## src/design/tltg_consts.vh

```
// Constants for the thrust limit selector and travel guard.
// Assumes inclusion by bare name from design files only.
`ifndef TLTG_CONSTS_VH
`define TLTG_CONSTS_VH
`define TLTG_ADDR_PRIMARY 4'h0
`define TLTG_ADDR_SECONDARY 4'h1
`define TLTG_ADDR_POS_DIR 4'h2
`define TLTG_ADDR_NEG_DIR 4'h3
`define TLTG_ADDR_METHOD 4'h4
`define TLTG_ADDR_MARGIN 4'h5
`define TLTG_ADDR_PITCH 4'h6
`define TLTG_ADDR_PEAK_CUR 4'h7
`define TLTG_ADDR_RATED_CUR 4'h8
`define TLTG_ADDR_STOP_SEQ 4'h9
`define TLTG_ADDR_CONTROL 4'hA
`define TLTG_ADDR_STATUS 4'hB
`define TLTG_ADDR_ACTIVE 4'hC
`define TLTG_ADDR_MAX_LIMIT 4'hD
`define TLTG_ADDR_RANGE_LO 4'hE
`define TLTG_ADDR_RANGE_HI 4'hF
`define TLTG_LIMIT_MAX 10'h1F4
`define TLTG_MARGIN_MAX 10'h3E8
`define TLTG_RST_LIMIT 10'h1F4
`define TLTG_RST_METHOD 3'h1
`define TLTG_RST_MARGIN 10'h00A
`define TLTG_RST_PITCH 16'h0100
`define TLTG_RST_PEAK 16'h0064
`define TLTG_RST_RATED 16'h0023
`define TLTG_MODE_POS 2'h0
`define TLTG_MODE_VEL 2'h1
`define TLTG_MODE_THR 2'h2
`define TLTG_CTRL_CLR_BIT 0
`define TLTG_SQRT2_Q14 16'h5A82
`define TLTG_DIV_STEPS 6'h20
`endif

```

## src/design/tltg_core.v

```verilog
// Thrust limit selection and software travel guard for a linear servo.
// Assumes control-loop inputs are synchronous to sys_clk; software port as
// address, write/read strobes, read data one cycle after the read strobe.
//
// Strobed register access and the address map were chosen for this implementation.
`timescale 1ns/1ns
`default_nettype none
`include "tltg_consts.vh"
// How it works
// - Limit picked by direction or switch command
// - Switching only position/velocity mode, servo on
// - Thrust mode uses primary limit only
// - Primary limit 0..500 percent caps thrust
// - Secondary limit 0..500 caps when selected
// - Switch command applies positive direction limit
// - Switch command applies negative direction limit
// - Max limit = 100*peak/(rated*sqrt2)
// - Beyond range raises software limit alarm
// - Guard only in position mode, servo on
// - Trip requests configured alarm stop sequence
// - Guard suppressed during frequency response test
// - Margin 0..1000 pole pitches per side
// - No command yet: margin around position
// - Positive commands extend range upward
// - Negative commands widen range downward
// - Input range collapsed onto motor position on clear conditions
module tltg_core (
  input wire sys_clk,
  input wire rst_b,
  input wire [3:0] reg_addr,
  input wire [31:0] reg_wdata,
  input wire reg_wr,
  input wire reg_rd,
  output reg [31:0] reg_rdata_q,
  input wire [1:0] control_mode,
  input wire servo_on,
  input wire thrust_limit_switch_cmd,
  input wire move_dir_neg,
  input wire freq_resp_active,
  input wire deviation_clear,
  input wire position_init,
  input wire cmd_valid,
  input wire signed [31:0] cmd_delta,
  input wire signed [31:0] motor_position,
  output reg [9:0] pos_thrust_limit_q,
  output reg [9:0] neg_thrust_limit_q,
  output reg software_limit_alarm_q,
  output reg [2:0] alarm_stop_req_q
);
  reg [9:0] primary_thrust_limit_q;
  reg [9:0] secondary_thrust_limit_q;
  reg [9:0] positive_dir_limit_q;
  reg [9:0] negative_dir_limit_q;
  reg [2:0] limit_method_select_q;
  reg [9:0] travel_margin_q;
  reg [15:0] pole_pitch_q;
  reg [15:0] peak_motor_current_q;
  reg [15:0] rated_rms_current_q;
  reg [2:0] alarm_stop_sequence_q;
  reg [9:0] max_limit_q;
  reg div_start_q;
  reg have_cmd_q;
  reg armed_q;
  reg signed [31:0] anchor_q;
  reg signed [31:0] cmd_pos_q;
  reg signed [31:0] range_lo_q;
  reg signed [31:0] range_hi_q;
  reg [9:0] pos_d;
  reg [9:0] neg_d;
  wire [31:0] quotient;
  wire div_done;
  wire range_clear;
  wire guard_on;
  wire switch_ok;
  wire signed [31:0] margin_len;
  wire signed [31:0] cmd_next;
  wire signed [31:0] bound_lo;
  wire signed [31:0] bound_hi;
  wire [31:0] div_num;
  wire [31:0] div_den;

  // Clamp a written setting to its legal ceiling
  function [9:0] clamp10;
    input [31:0] value;
    input [9:0] ceiling;
    begin
      clamp10 = (value > {22'h0, ceiling}) ? ceiling : value[9:0];
    end
  endfunction

  // A percentage limit never exceeds what the motor can deliver
  function [9:0] cap_limit;
    input [9:0] setting;
    input [9:0] ceiling;
    begin
      cap_limit = (setting > ceiling) ? ceiling : setting;
    end
  endfunction

  // 100*peak/(rated*sqrt2); sqrt2 held in Q14 so dividend is scaled by 2^14
  // Peak settings above 2621 wrap the 32-bit product; real motors sit far below
  assign div_num = {2'h0, peak_motor_current_q, 14'h0} * 32'h00000064;
  assign div_den = {16'h0, rated_rms_current_q} * {16'h0, `TLTG_SQRT2_Q14};

  tltg_divider u_div (
    .sys_clk(sys_clk),
    .rst_b(rst_b),
    .start(div_start_q),
    .dividend(div_num),
    .divisor(div_den),
    .quotient_q(quotient),
    .done_q(div_done)
  );

  // Register writes and the limit-ceiling recompute trigger
  always @(posedge sys_clk or negedge rst_b)
  begin
    if (!rst_b)
    begin
      primary_thrust_limit_q <= `TLTG_RST_LIMIT;
      secondary_thrust_limit_q <= `TLTG_RST_LIMIT;
      positive_dir_limit_q <= `TLTG_RST_LIMIT;
      negative_dir_limit_q <= `TLTG_RST_LIMIT;
      limit_method_select_q <= `TLTG_RST_METHOD;
      travel_margin_q <= `TLTG_RST_MARGIN;
      pole_pitch_q <= `TLTG_RST_PITCH;
      peak_motor_current_q <= `TLTG_RST_PEAK;
      rated_rms_current_q <= `TLTG_RST_RATED;
      alarm_stop_sequence_q <= 3'h0;
      div_start_q <= 1'b1;
    end
    else
    begin
      div_start_q <= 1'b0;
      if (reg_wr)
      begin
        case (reg_addr)
          `TLTG_ADDR_PRIMARY:
            primary_thrust_limit_q <= clamp10(reg_wdata, `TLTG_LIMIT_MAX);
          `TLTG_ADDR_SECONDARY:
            secondary_thrust_limit_q <= clamp10(reg_wdata, `TLTG_LIMIT_MAX);
          `TLTG_ADDR_POS_DIR:
            positive_dir_limit_q <= clamp10(reg_wdata, `TLTG_LIMIT_MAX);
          `TLTG_ADDR_NEG_DIR:
            negative_dir_limit_q <= clamp10(reg_wdata, `TLTG_LIMIT_MAX);
          `TLTG_ADDR_METHOD:
            // Out-of-range methods are ignored, keeping the last legal one
            if (reg_wdata[31:0] >= 32'h1 && reg_wdata[31:0] <= 32'h4)
              limit_method_select_q <= reg_wdata[2:0];
          `TLTG_ADDR_MARGIN:
            travel_margin_q <= clamp10(reg_wdata, `TLTG_MARGIN_MAX);
          `TLTG_ADDR_PITCH:
            pole_pitch_q <= reg_wdata[15:0];
          `TLTG_ADDR_PEAK_CUR:
          begin
            peak_motor_current_q <= reg_wdata[15:0];
            div_start_q <= 1'b1;
          end
          `TLTG_ADDR_RATED_CUR:
          begin
            rated_rms_current_q <= reg_wdata[15:0];
            div_start_q <= 1'b1;
          end
          `TLTG_ADDR_STOP_SEQ:
            alarm_stop_sequence_q <= reg_wdata[2:0];
          default:
          begin
          end
        endcase
      end
    end
  end

  always @(posedge sys_clk or negedge rst_b)
  begin
    if (!rst_b)
      max_limit_q <= `TLTG_LIMIT_MAX;
    else if (div_done)
      max_limit_q <= (quotient > {22'h0, `TLTG_LIMIT_MAX}) ? `TLTG_LIMIT_MAX :
                     quotient[9:0];
  end

  // Limit selection
  assign switch_ok = servo_on && (control_mode == `TLTG_MODE_POS ||
                     control_mode == `TLTG_MODE_VEL);

  always @*
  begin
    pos_d = primary_thrust_limit_q;
    neg_d = primary_thrust_limit_q;
    if (control_mode == `TLTG_MODE_THR)
    begin
      pos_d = primary_thrust_limit_q;
      neg_d = primary_thrust_limit_q;
    end
    else if (switch_ok)
    begin
      case (limit_method_select_q)
        3'h1:
        begin
          // Direction picks primary forward, secondary reverse
          pos_d = primary_thrust_limit_q;
          neg_d = secondary_thrust_limit_q;
        end
        3'h2:
        begin
          pos_d = move_dir_neg ? secondary_thrust_limit_q : primary_thrust_limit_q;
          neg_d = pos_d;
        end
        3'h3:
        begin
          pos_d = thrust_limit_switch_cmd ? secondary_thrust_limit_q : primary_thrust_limit_q;
          neg_d = pos_d;
        end
        3'h4:
        begin
          if (thrust_limit_switch_cmd)
          begin
            pos_d = positive_dir_limit_q;
            neg_d = negative_dir_limit_q;
          end
        end
        default:
        begin
          pos_d = primary_thrust_limit_q;
          neg_d = primary_thrust_limit_q;
        end
      endcase
    end
  end

  always @(posedge sys_clk or negedge rst_b)
  begin
    if (!rst_b)
    begin
      pos_thrust_limit_q <= 10'h000;
      neg_thrust_limit_q <= 10'h000;
    end
    else
    begin
      pos_thrust_limit_q <= cap_limit(pos_d, max_limit_q);
      neg_thrust_limit_q <= cap_limit(neg_d, max_limit_q);
    end
  end

  // Travel guard
  assign range_clear = deviation_clear || position_init || !servo_on || !armed_q ||
                       control_mode != `TLTG_MODE_POS;
  assign guard_on = armed_q && servo_on && control_mode == `TLTG_MODE_POS &&
                    !freq_resp_active;
  assign margin_len = $signed({22'h0, travel_margin_q}) *
                      $signed({16'h0, pole_pitch_q});
  assign cmd_next = cmd_pos_q + cmd_delta;
  // The controller must not lean on this guard while hopping modes
  assign bound_lo = (have_cmd_q ? range_lo_q : anchor_q) - margin_len;
  assign bound_hi = (have_cmd_q ? range_hi_q : anchor_q) + margin_len;

  always @(posedge sys_clk or negedge rst_b)
  begin
    if (!rst_b)
    begin
      have_cmd_q <= 1'b0;
      anchor_q <= 32'h0;
      cmd_pos_q <= 32'h0;
      range_lo_q <= 32'h0;
      range_hi_q <= 32'h0;
    end
    else if (range_clear)
    begin
      // Position follows the motor while any clear condition holds
      have_cmd_q <= 1'b0;
      anchor_q <= motor_position;
      cmd_pos_q <= motor_position;
      range_lo_q <= motor_position;
      range_hi_q <= motor_position;
    end
    else if (cmd_valid)
    begin
      have_cmd_q <= 1'b1;
      cmd_pos_q <= cmd_next;
      if (cmd_next > range_hi_q)
        range_hi_q <= cmd_next;
      if (cmd_next < range_lo_q)
        range_lo_q <= cmd_next;
    end
  end

  // First edge after reset anchors the range at the motor; the guard waits for it
  // so that a zero anchor left by reset cannot trip the alarm
  always @(posedge sys_clk or negedge rst_b)
  begin
    if (!rst_b)
      armed_q <= 1'b0;
    else
      armed_q <= 1'b1;
  end

  // Alarm latches until reset; only rst_b clears a software limit trip
  always @(posedge sys_clk or negedge rst_b)
  begin
    if (!rst_b)
    begin
      software_limit_alarm_q <= 1'b0;
      alarm_stop_req_q <= 3'h0;
    end
    else if (!software_limit_alarm_q && guard_on &&
             (motor_position < bound_lo || motor_position > bound_hi))
    begin
      software_limit_alarm_q <= 1'b1;
      alarm_stop_req_q <= alarm_stop_sequence_q;
    end
  end

  // Register reads
  always @(posedge sys_clk or negedge rst_b)
  begin
    if (!rst_b)
      reg_rdata_q <= 32'h0;
    else if (reg_rd)
    begin
      case (reg_addr)
        `TLTG_ADDR_PRIMARY: reg_rdata_q <= {22'h0, primary_thrust_limit_q};
        `TLTG_ADDR_SECONDARY: reg_rdata_q <= {22'h0, secondary_thrust_limit_q};
        `TLTG_ADDR_POS_DIR: reg_rdata_q <= {22'h0, positive_dir_limit_q};
        `TLTG_ADDR_NEG_DIR: reg_rdata_q <= {22'h0, negative_dir_limit_q};
        `TLTG_ADDR_METHOD: reg_rdata_q <= {29'h0, limit_method_select_q};
        `TLTG_ADDR_MARGIN: reg_rdata_q <= {22'h0, travel_margin_q};
        `TLTG_ADDR_PITCH: reg_rdata_q <= {16'h0, pole_pitch_q};
        `TLTG_ADDR_PEAK_CUR: reg_rdata_q <= {16'h0, peak_motor_current_q};
        `TLTG_ADDR_RATED_CUR: reg_rdata_q <= {16'h0, rated_rms_current_q};
        `TLTG_ADDR_STOP_SEQ: reg_rdata_q <= {29'h0, alarm_stop_sequence_q};
        `TLTG_ADDR_CONTROL: reg_rdata_q <= {30'h0, have_cmd_q, guard_on};
        `TLTG_ADDR_STATUS: reg_rdata_q <= {28'h0, alarm_stop_req_q, software_limit_alarm_q};
        `TLTG_ADDR_ACTIVE: reg_rdata_q <= {6'h0, neg_thrust_limit_q, 6'h0, pos_thrust_limit_q};
        `TLTG_ADDR_MAX_LIMIT: reg_rdata_q <= {22'h0, max_limit_q};
        `TLTG_ADDR_RANGE_LO: reg_rdata_q <= bound_lo;
        `TLTG_ADDR_RANGE_HI: reg_rdata_q <= bound_hi;
        default: reg_rdata_q <= 32'h0;
      endcase
    end
    else
      reg_rdata_q <= 32'h0;
  end
endmodule
`default_nettype wire

```

## src/design/tltg_divider.v

```verilog
// Sequential unsigned divider for the largest usable thrust limit.
// Assumes start is a one-cycle pulse; result holds until next done.
`timescale 1ns/1ns
`default_nettype none
`include "tltg_consts.vh"
module tltg_divider (
  input wire sys_clk,
  input wire rst_b,
  input wire start,
  input wire [31:0] dividend,
  input wire [31:0] divisor,
  output reg [31:0] quotient_q,
  output reg done_q
);
  reg [31:0] rem_q;
  reg [31:0] num_q;
  reg [31:0] den_q;
  reg [5:0] cnt_q;
  reg busy_q;
  wire [32:0] trial;
  assign trial = {rem_q, num_q[31]} - {1'b0, den_q};

  always @(posedge sys_clk or negedge rst_b)
  begin
    if (!rst_b)
    begin
      rem_q <= 32'h0;
      num_q <= 32'h0;
      den_q <= 32'h0;
      cnt_q <= 6'h0;
      busy_q <= 1'b0;
      quotient_q <= 32'h0;
      done_q <= 1'b0;
    end
    else
    begin
      done_q <= 1'b0;
      if (start)
      begin
        rem_q <= 32'h0;
        num_q <= dividend;
        den_q <= divisor;
        cnt_q <= `TLTG_DIV_STEPS;
        busy_q <= 1'b1;
      end
      else if (busy_q)
      begin
        // Restoring division, one quotient bit per clock
        if (!trial[32])
        begin
          rem_q <= trial[31:0];
          num_q <= {num_q[30:0], 1'b1};
        end
        else
        begin
          rem_q <= {rem_q[30:0], num_q[31]};
          num_q <= {num_q[30:0], 1'b0};
        end
        cnt_q <= cnt_q - 6'h1;
        if (cnt_q == 6'h1)
        begin
          busy_q <= 1'b0;
          done_q <= 1'b1;
          // Zero divisor saturates rather than reporting garbage
          quotient_q <= (den_q == 32'h0) ? 32'hFFFFFFFF :
                        (!trial[32] ? {num_q[30:0], 1'b1} : {num_q[30:0], 1'b0});
        end
      end
    end
  end
endmodule
`default_nettype wire

```

## config.mk

```make
export PLATFORM = sky130hd
export DESIGN_NAME = tltg_core
export DESIGN_NICKNAME = d
export VERILOG_FILES = /design/src/design/tltg_core.v /design/src/design/tltg_divider.v
export VERILOG_INCLUDE_DIRS = /design/src /design/src/design
export SDC_FILE = /design/constraint.sdc
export NUM_CORES = 2
export LEC_CHECK = 0
export BUFFER_PORTS_ARGS = -buffer_cell sky130_fd_sc_hd__buf_2
export CORE_MARGIN = 5
export CORE_UTILIZATION = 40
export DETAILED_ROUTE_END_ITERATION = 16
export PLACE_DENSITY = 0.62
export SYNTH_ARGS = -nofsm -noshare
export SYNTH_HDL_FRONTEND = slang
export SYNTH_SLANG_ARGS = --single-unit
```

## constraint.sdc

```tcl
create_clock -name sys_clk -period 15.1 [get_ports sys_clk]
set_input_delay 3.02 -clock sys_clk [delete_from_list [all_inputs] [get_ports sys_clk]]
set_output_delay 3.02 -clock sys_clk [all_outputs]
set_load 0.01 [all_outputs]
```

==> results.toml <==
[finish]
fill_cells = 9331
seqCellArea_um2 = 10950
nets = 5111
layout-drive-gt1-share_pct = 10.93
multiInputGateArea_um2 = 25150
area_delta_synth_final_pct = 10.26
postLayoutCoreUtil_pct = 44.53

[detailed_routing]
dr_total_vias = 31891
final_antenna_net_count = 0
wl_um = 121300
wl_per_cell_um = 21.32
drc = 0
first_pass_iters = 8
vias_per_cell = 5.607
initialDrtViolationCount = 3072

[global_routing]
grt_usage_pct = 23.08
gr-total-overflow = 0
grt_pass1_wl_um = 187000
antenna_found_initial = 13
grt_pass1_vias = 30577
grt_max_degree = 133

[critical_path]
ff2ff_path_depth = 38
crit_path_end_kind = "flop"
cp.required_ns = 15.61
arrival_ns = 11.11
crit_path_start_kind = "flop"
worst_path_largest_cell_delay_ns = 0.75
cpMaxStageDelayCell = "dfrtp_1"
worstSetupPathType = "reg2reg"
crit_top_cell = "fa_1"
r2r_slack_ns = 4.50
path_max_fanout = 18

[synthesis]
synth_cell_types = 95
netlist_area_um2 = 38430
synth_edf_count = 0
syn_inst = 4289
ys_async_sr_fraction_pct = 100.0
ys.flop_type = "dfrtp_1"
ys_ff_latch = 435
syn-num-nets = 5023
synth_area_leaders = "dfrtp_1 26%, ha_1 15%, fa_1 8.6%, nand2_1 5.0%, inv_1 4.5%"
seq_area_frac_synth_pct = 28.46
postSynthAreaPerCell_um2 = 8.960
synth_top_area_cell = "dfrtp_1"
ys_warn_count = 0
synth_top_cell_area_share_pct = 25.66

[cts]
clockRootBuffer = "clkbuf_16"
path_clk_slew_ns = 0.06
clock_path_buffers = 3
clock_latency_ns = 0.63
cts_max_level = 2
cts_setup_buffers = 0
ctsResizeCount = 0
ctsHoldBuffers = 0
numCtsBuffers = 50
cts_sinks = 435
cts_tree = "yes"

[floorplan]
start_util_pct = 40.39
placementRows = 113
die_h_um = 320.0
pin_count = 169
placeableCoreArea_um2 = 95150
dieArea_um2 = 102400
die_width_um = 320.0

[timing]
period_share_pct = 70.20
drv_slew = 0
finalHoldViolations = 0
clock_skew_ns = 0.01673
max_freq_mhz = 94.33
layout_min_cycle_time_ns = 10.60
tns_ns = 0
relSlewSlack_pct = 18.00
rsz0062_at_grt = "no"
tightest_slew_ns = 1.230
setup_viol = 0

[place]
dp_hpwl_um = 95990
gp_congestion = 0.9482
io_buffers = 168

[hold_path]
whs_path_depth = 2
hp-class = "reg2reg"

[run_status]
status = "complete, no violations"

[run]
cap_violations = 0
## worst paths after layout
path | start | to
min | anchor_q[29] | anchor_q[29]
min in group asynchronous | rst_b | u_div.num_q[12]
max reg2reg | travel_margin_q[8] | alarm_stop_req_q[1]
max | travel_margin_q[8] | alarm_stop_req_q[1]
min reg2reg | anchor_q[29] | anchor_q[29]
max in group asynchronous | rst_b | have_cmd_q
## metrics by stage
stage                     instances  hold slack [ns]  area, um^2  setup slack, ns
after CTS                      5684           0.4712       42360            4.630
after global placement         5590           0.4504       40510            4.827
final                          5688           0.4670       42370            4.499
after floorplan                4289           0.4380       38430            5.362
after global routing           5685           0.4896       42360            3.717
after detailed placement       5590           0.4553       40510            4.685
## cells by family (layout without fill, tap and decap cells)
group	Yosys count	after routing	share of synthesized area, %
AND/OR/NAND/NOR	1212	1212	14.51
AO/OA/AOI/OAI	1020	1020	17.81
adder cells (fa/ha/maj)	624	624	23.55
buffers and inverters	623	753	6.163
flip-flops	435	435	28.46
multiplexers	189	189	5.222
XOR/XNOR	185	185	4.272
other	1	5	0.009758
## flip-flops by register name, indices dropped and copies added (netlist names), 6 cells and up
signal                    cells
u_div.num_q                  32
negative_dir_limit_q         10
u_div.quotient_q             32
positive_dir_limit_q         10
cmd_pos_q                    32
peak_motor_current_q         16
primary_thrust_limit_q       10
pole_pitch_q                 16
anchor_q                     32
pos_thrust_limit_q           10
range_lo_q                   32
rated_rms_current_q          16
range_hi_q                   32
secondary_thrust_limit_q     10
neg_thrust_limit_q           10
travel_margin_q              10
u_div.rem_q                  32
max_limit_q                  10
u_div.cnt_q                   6
u_div.den_q                  30
reg_rdata_q                  32
## cell type report
type	instances	share of cell area, %
multi-input cells	3231	59.36
clock inverters	34	1.181
repair buffers	202	2.640
clock buffers	60	3.183
inverters	457	4.048
flip-flops and latches	435	25.83
well taps	1265	3.735
diodes	4	0.02362
## routing by layer
metal | routed length, um | track usage [%]
met5 | 42 | 0
met4 | 2876 | 5.195
met3 | 8948 | 4.060
met2 | 52150 | 34.92
met1 | 57250 | 34.55
## synth_stat cells (56+ instances only)
cell type  count
nand2_1      513
inv_1        456
ha_1         455
dfrtp_1      394
a21oi_1      275
nor2_1       266
o21ai_0      187
fa_1         166
clkbuf_1     145
xnor2_1      113
mux2i_1       97
a21o_1        92
mux2_2        92
and2_1        89
xor2_1        70
nand2b_1      56
nand3_1       56
## critical path: cells and delay by family (launching register included)
family / cells / cell delay, ns
XOR/XNOR: 2 / 0.35
buffers and inverters: 4 / 0.30
flip-flops: 1 / 0.75
multiplexers: 2 / 0.67
AO/OA/AOI/OAI: 11 / 2.40
adder cells (fa/ha/maj): 8 / 3.66
AND/OR/NAND/NOR: 11 / 2.31
## placed cells by master, fill, tap and decap left out, drive strengths merged, types with 13 or more instances in the layout
cell and count:
o21bai 37, a21o 92, mux2 92, o22ai 23, nor3 45, nand2b 56, o21ai 197, dfrtp 394
a21boi 19, nand3 57, a211oi 41, a31oi 46, a22o 19, clkbuf 60, inv 459, or2 14
xnor2 114, o21a 38, and2 89, clkinv 15, xor2 70, buf 202, a221oi 27, fa 166
o31ai 14, nand2 513, a21oi 276, mux2i 97, or3 13, o22a 42, ha 455, and3 24
o211ai 15, nor2 266, dfstp 41, nor2b 43, nand4 37, nor4 24
Power is not shown: default switching activity piles up to over one toggle a cycle in this logic, so the estimate is an artifact.
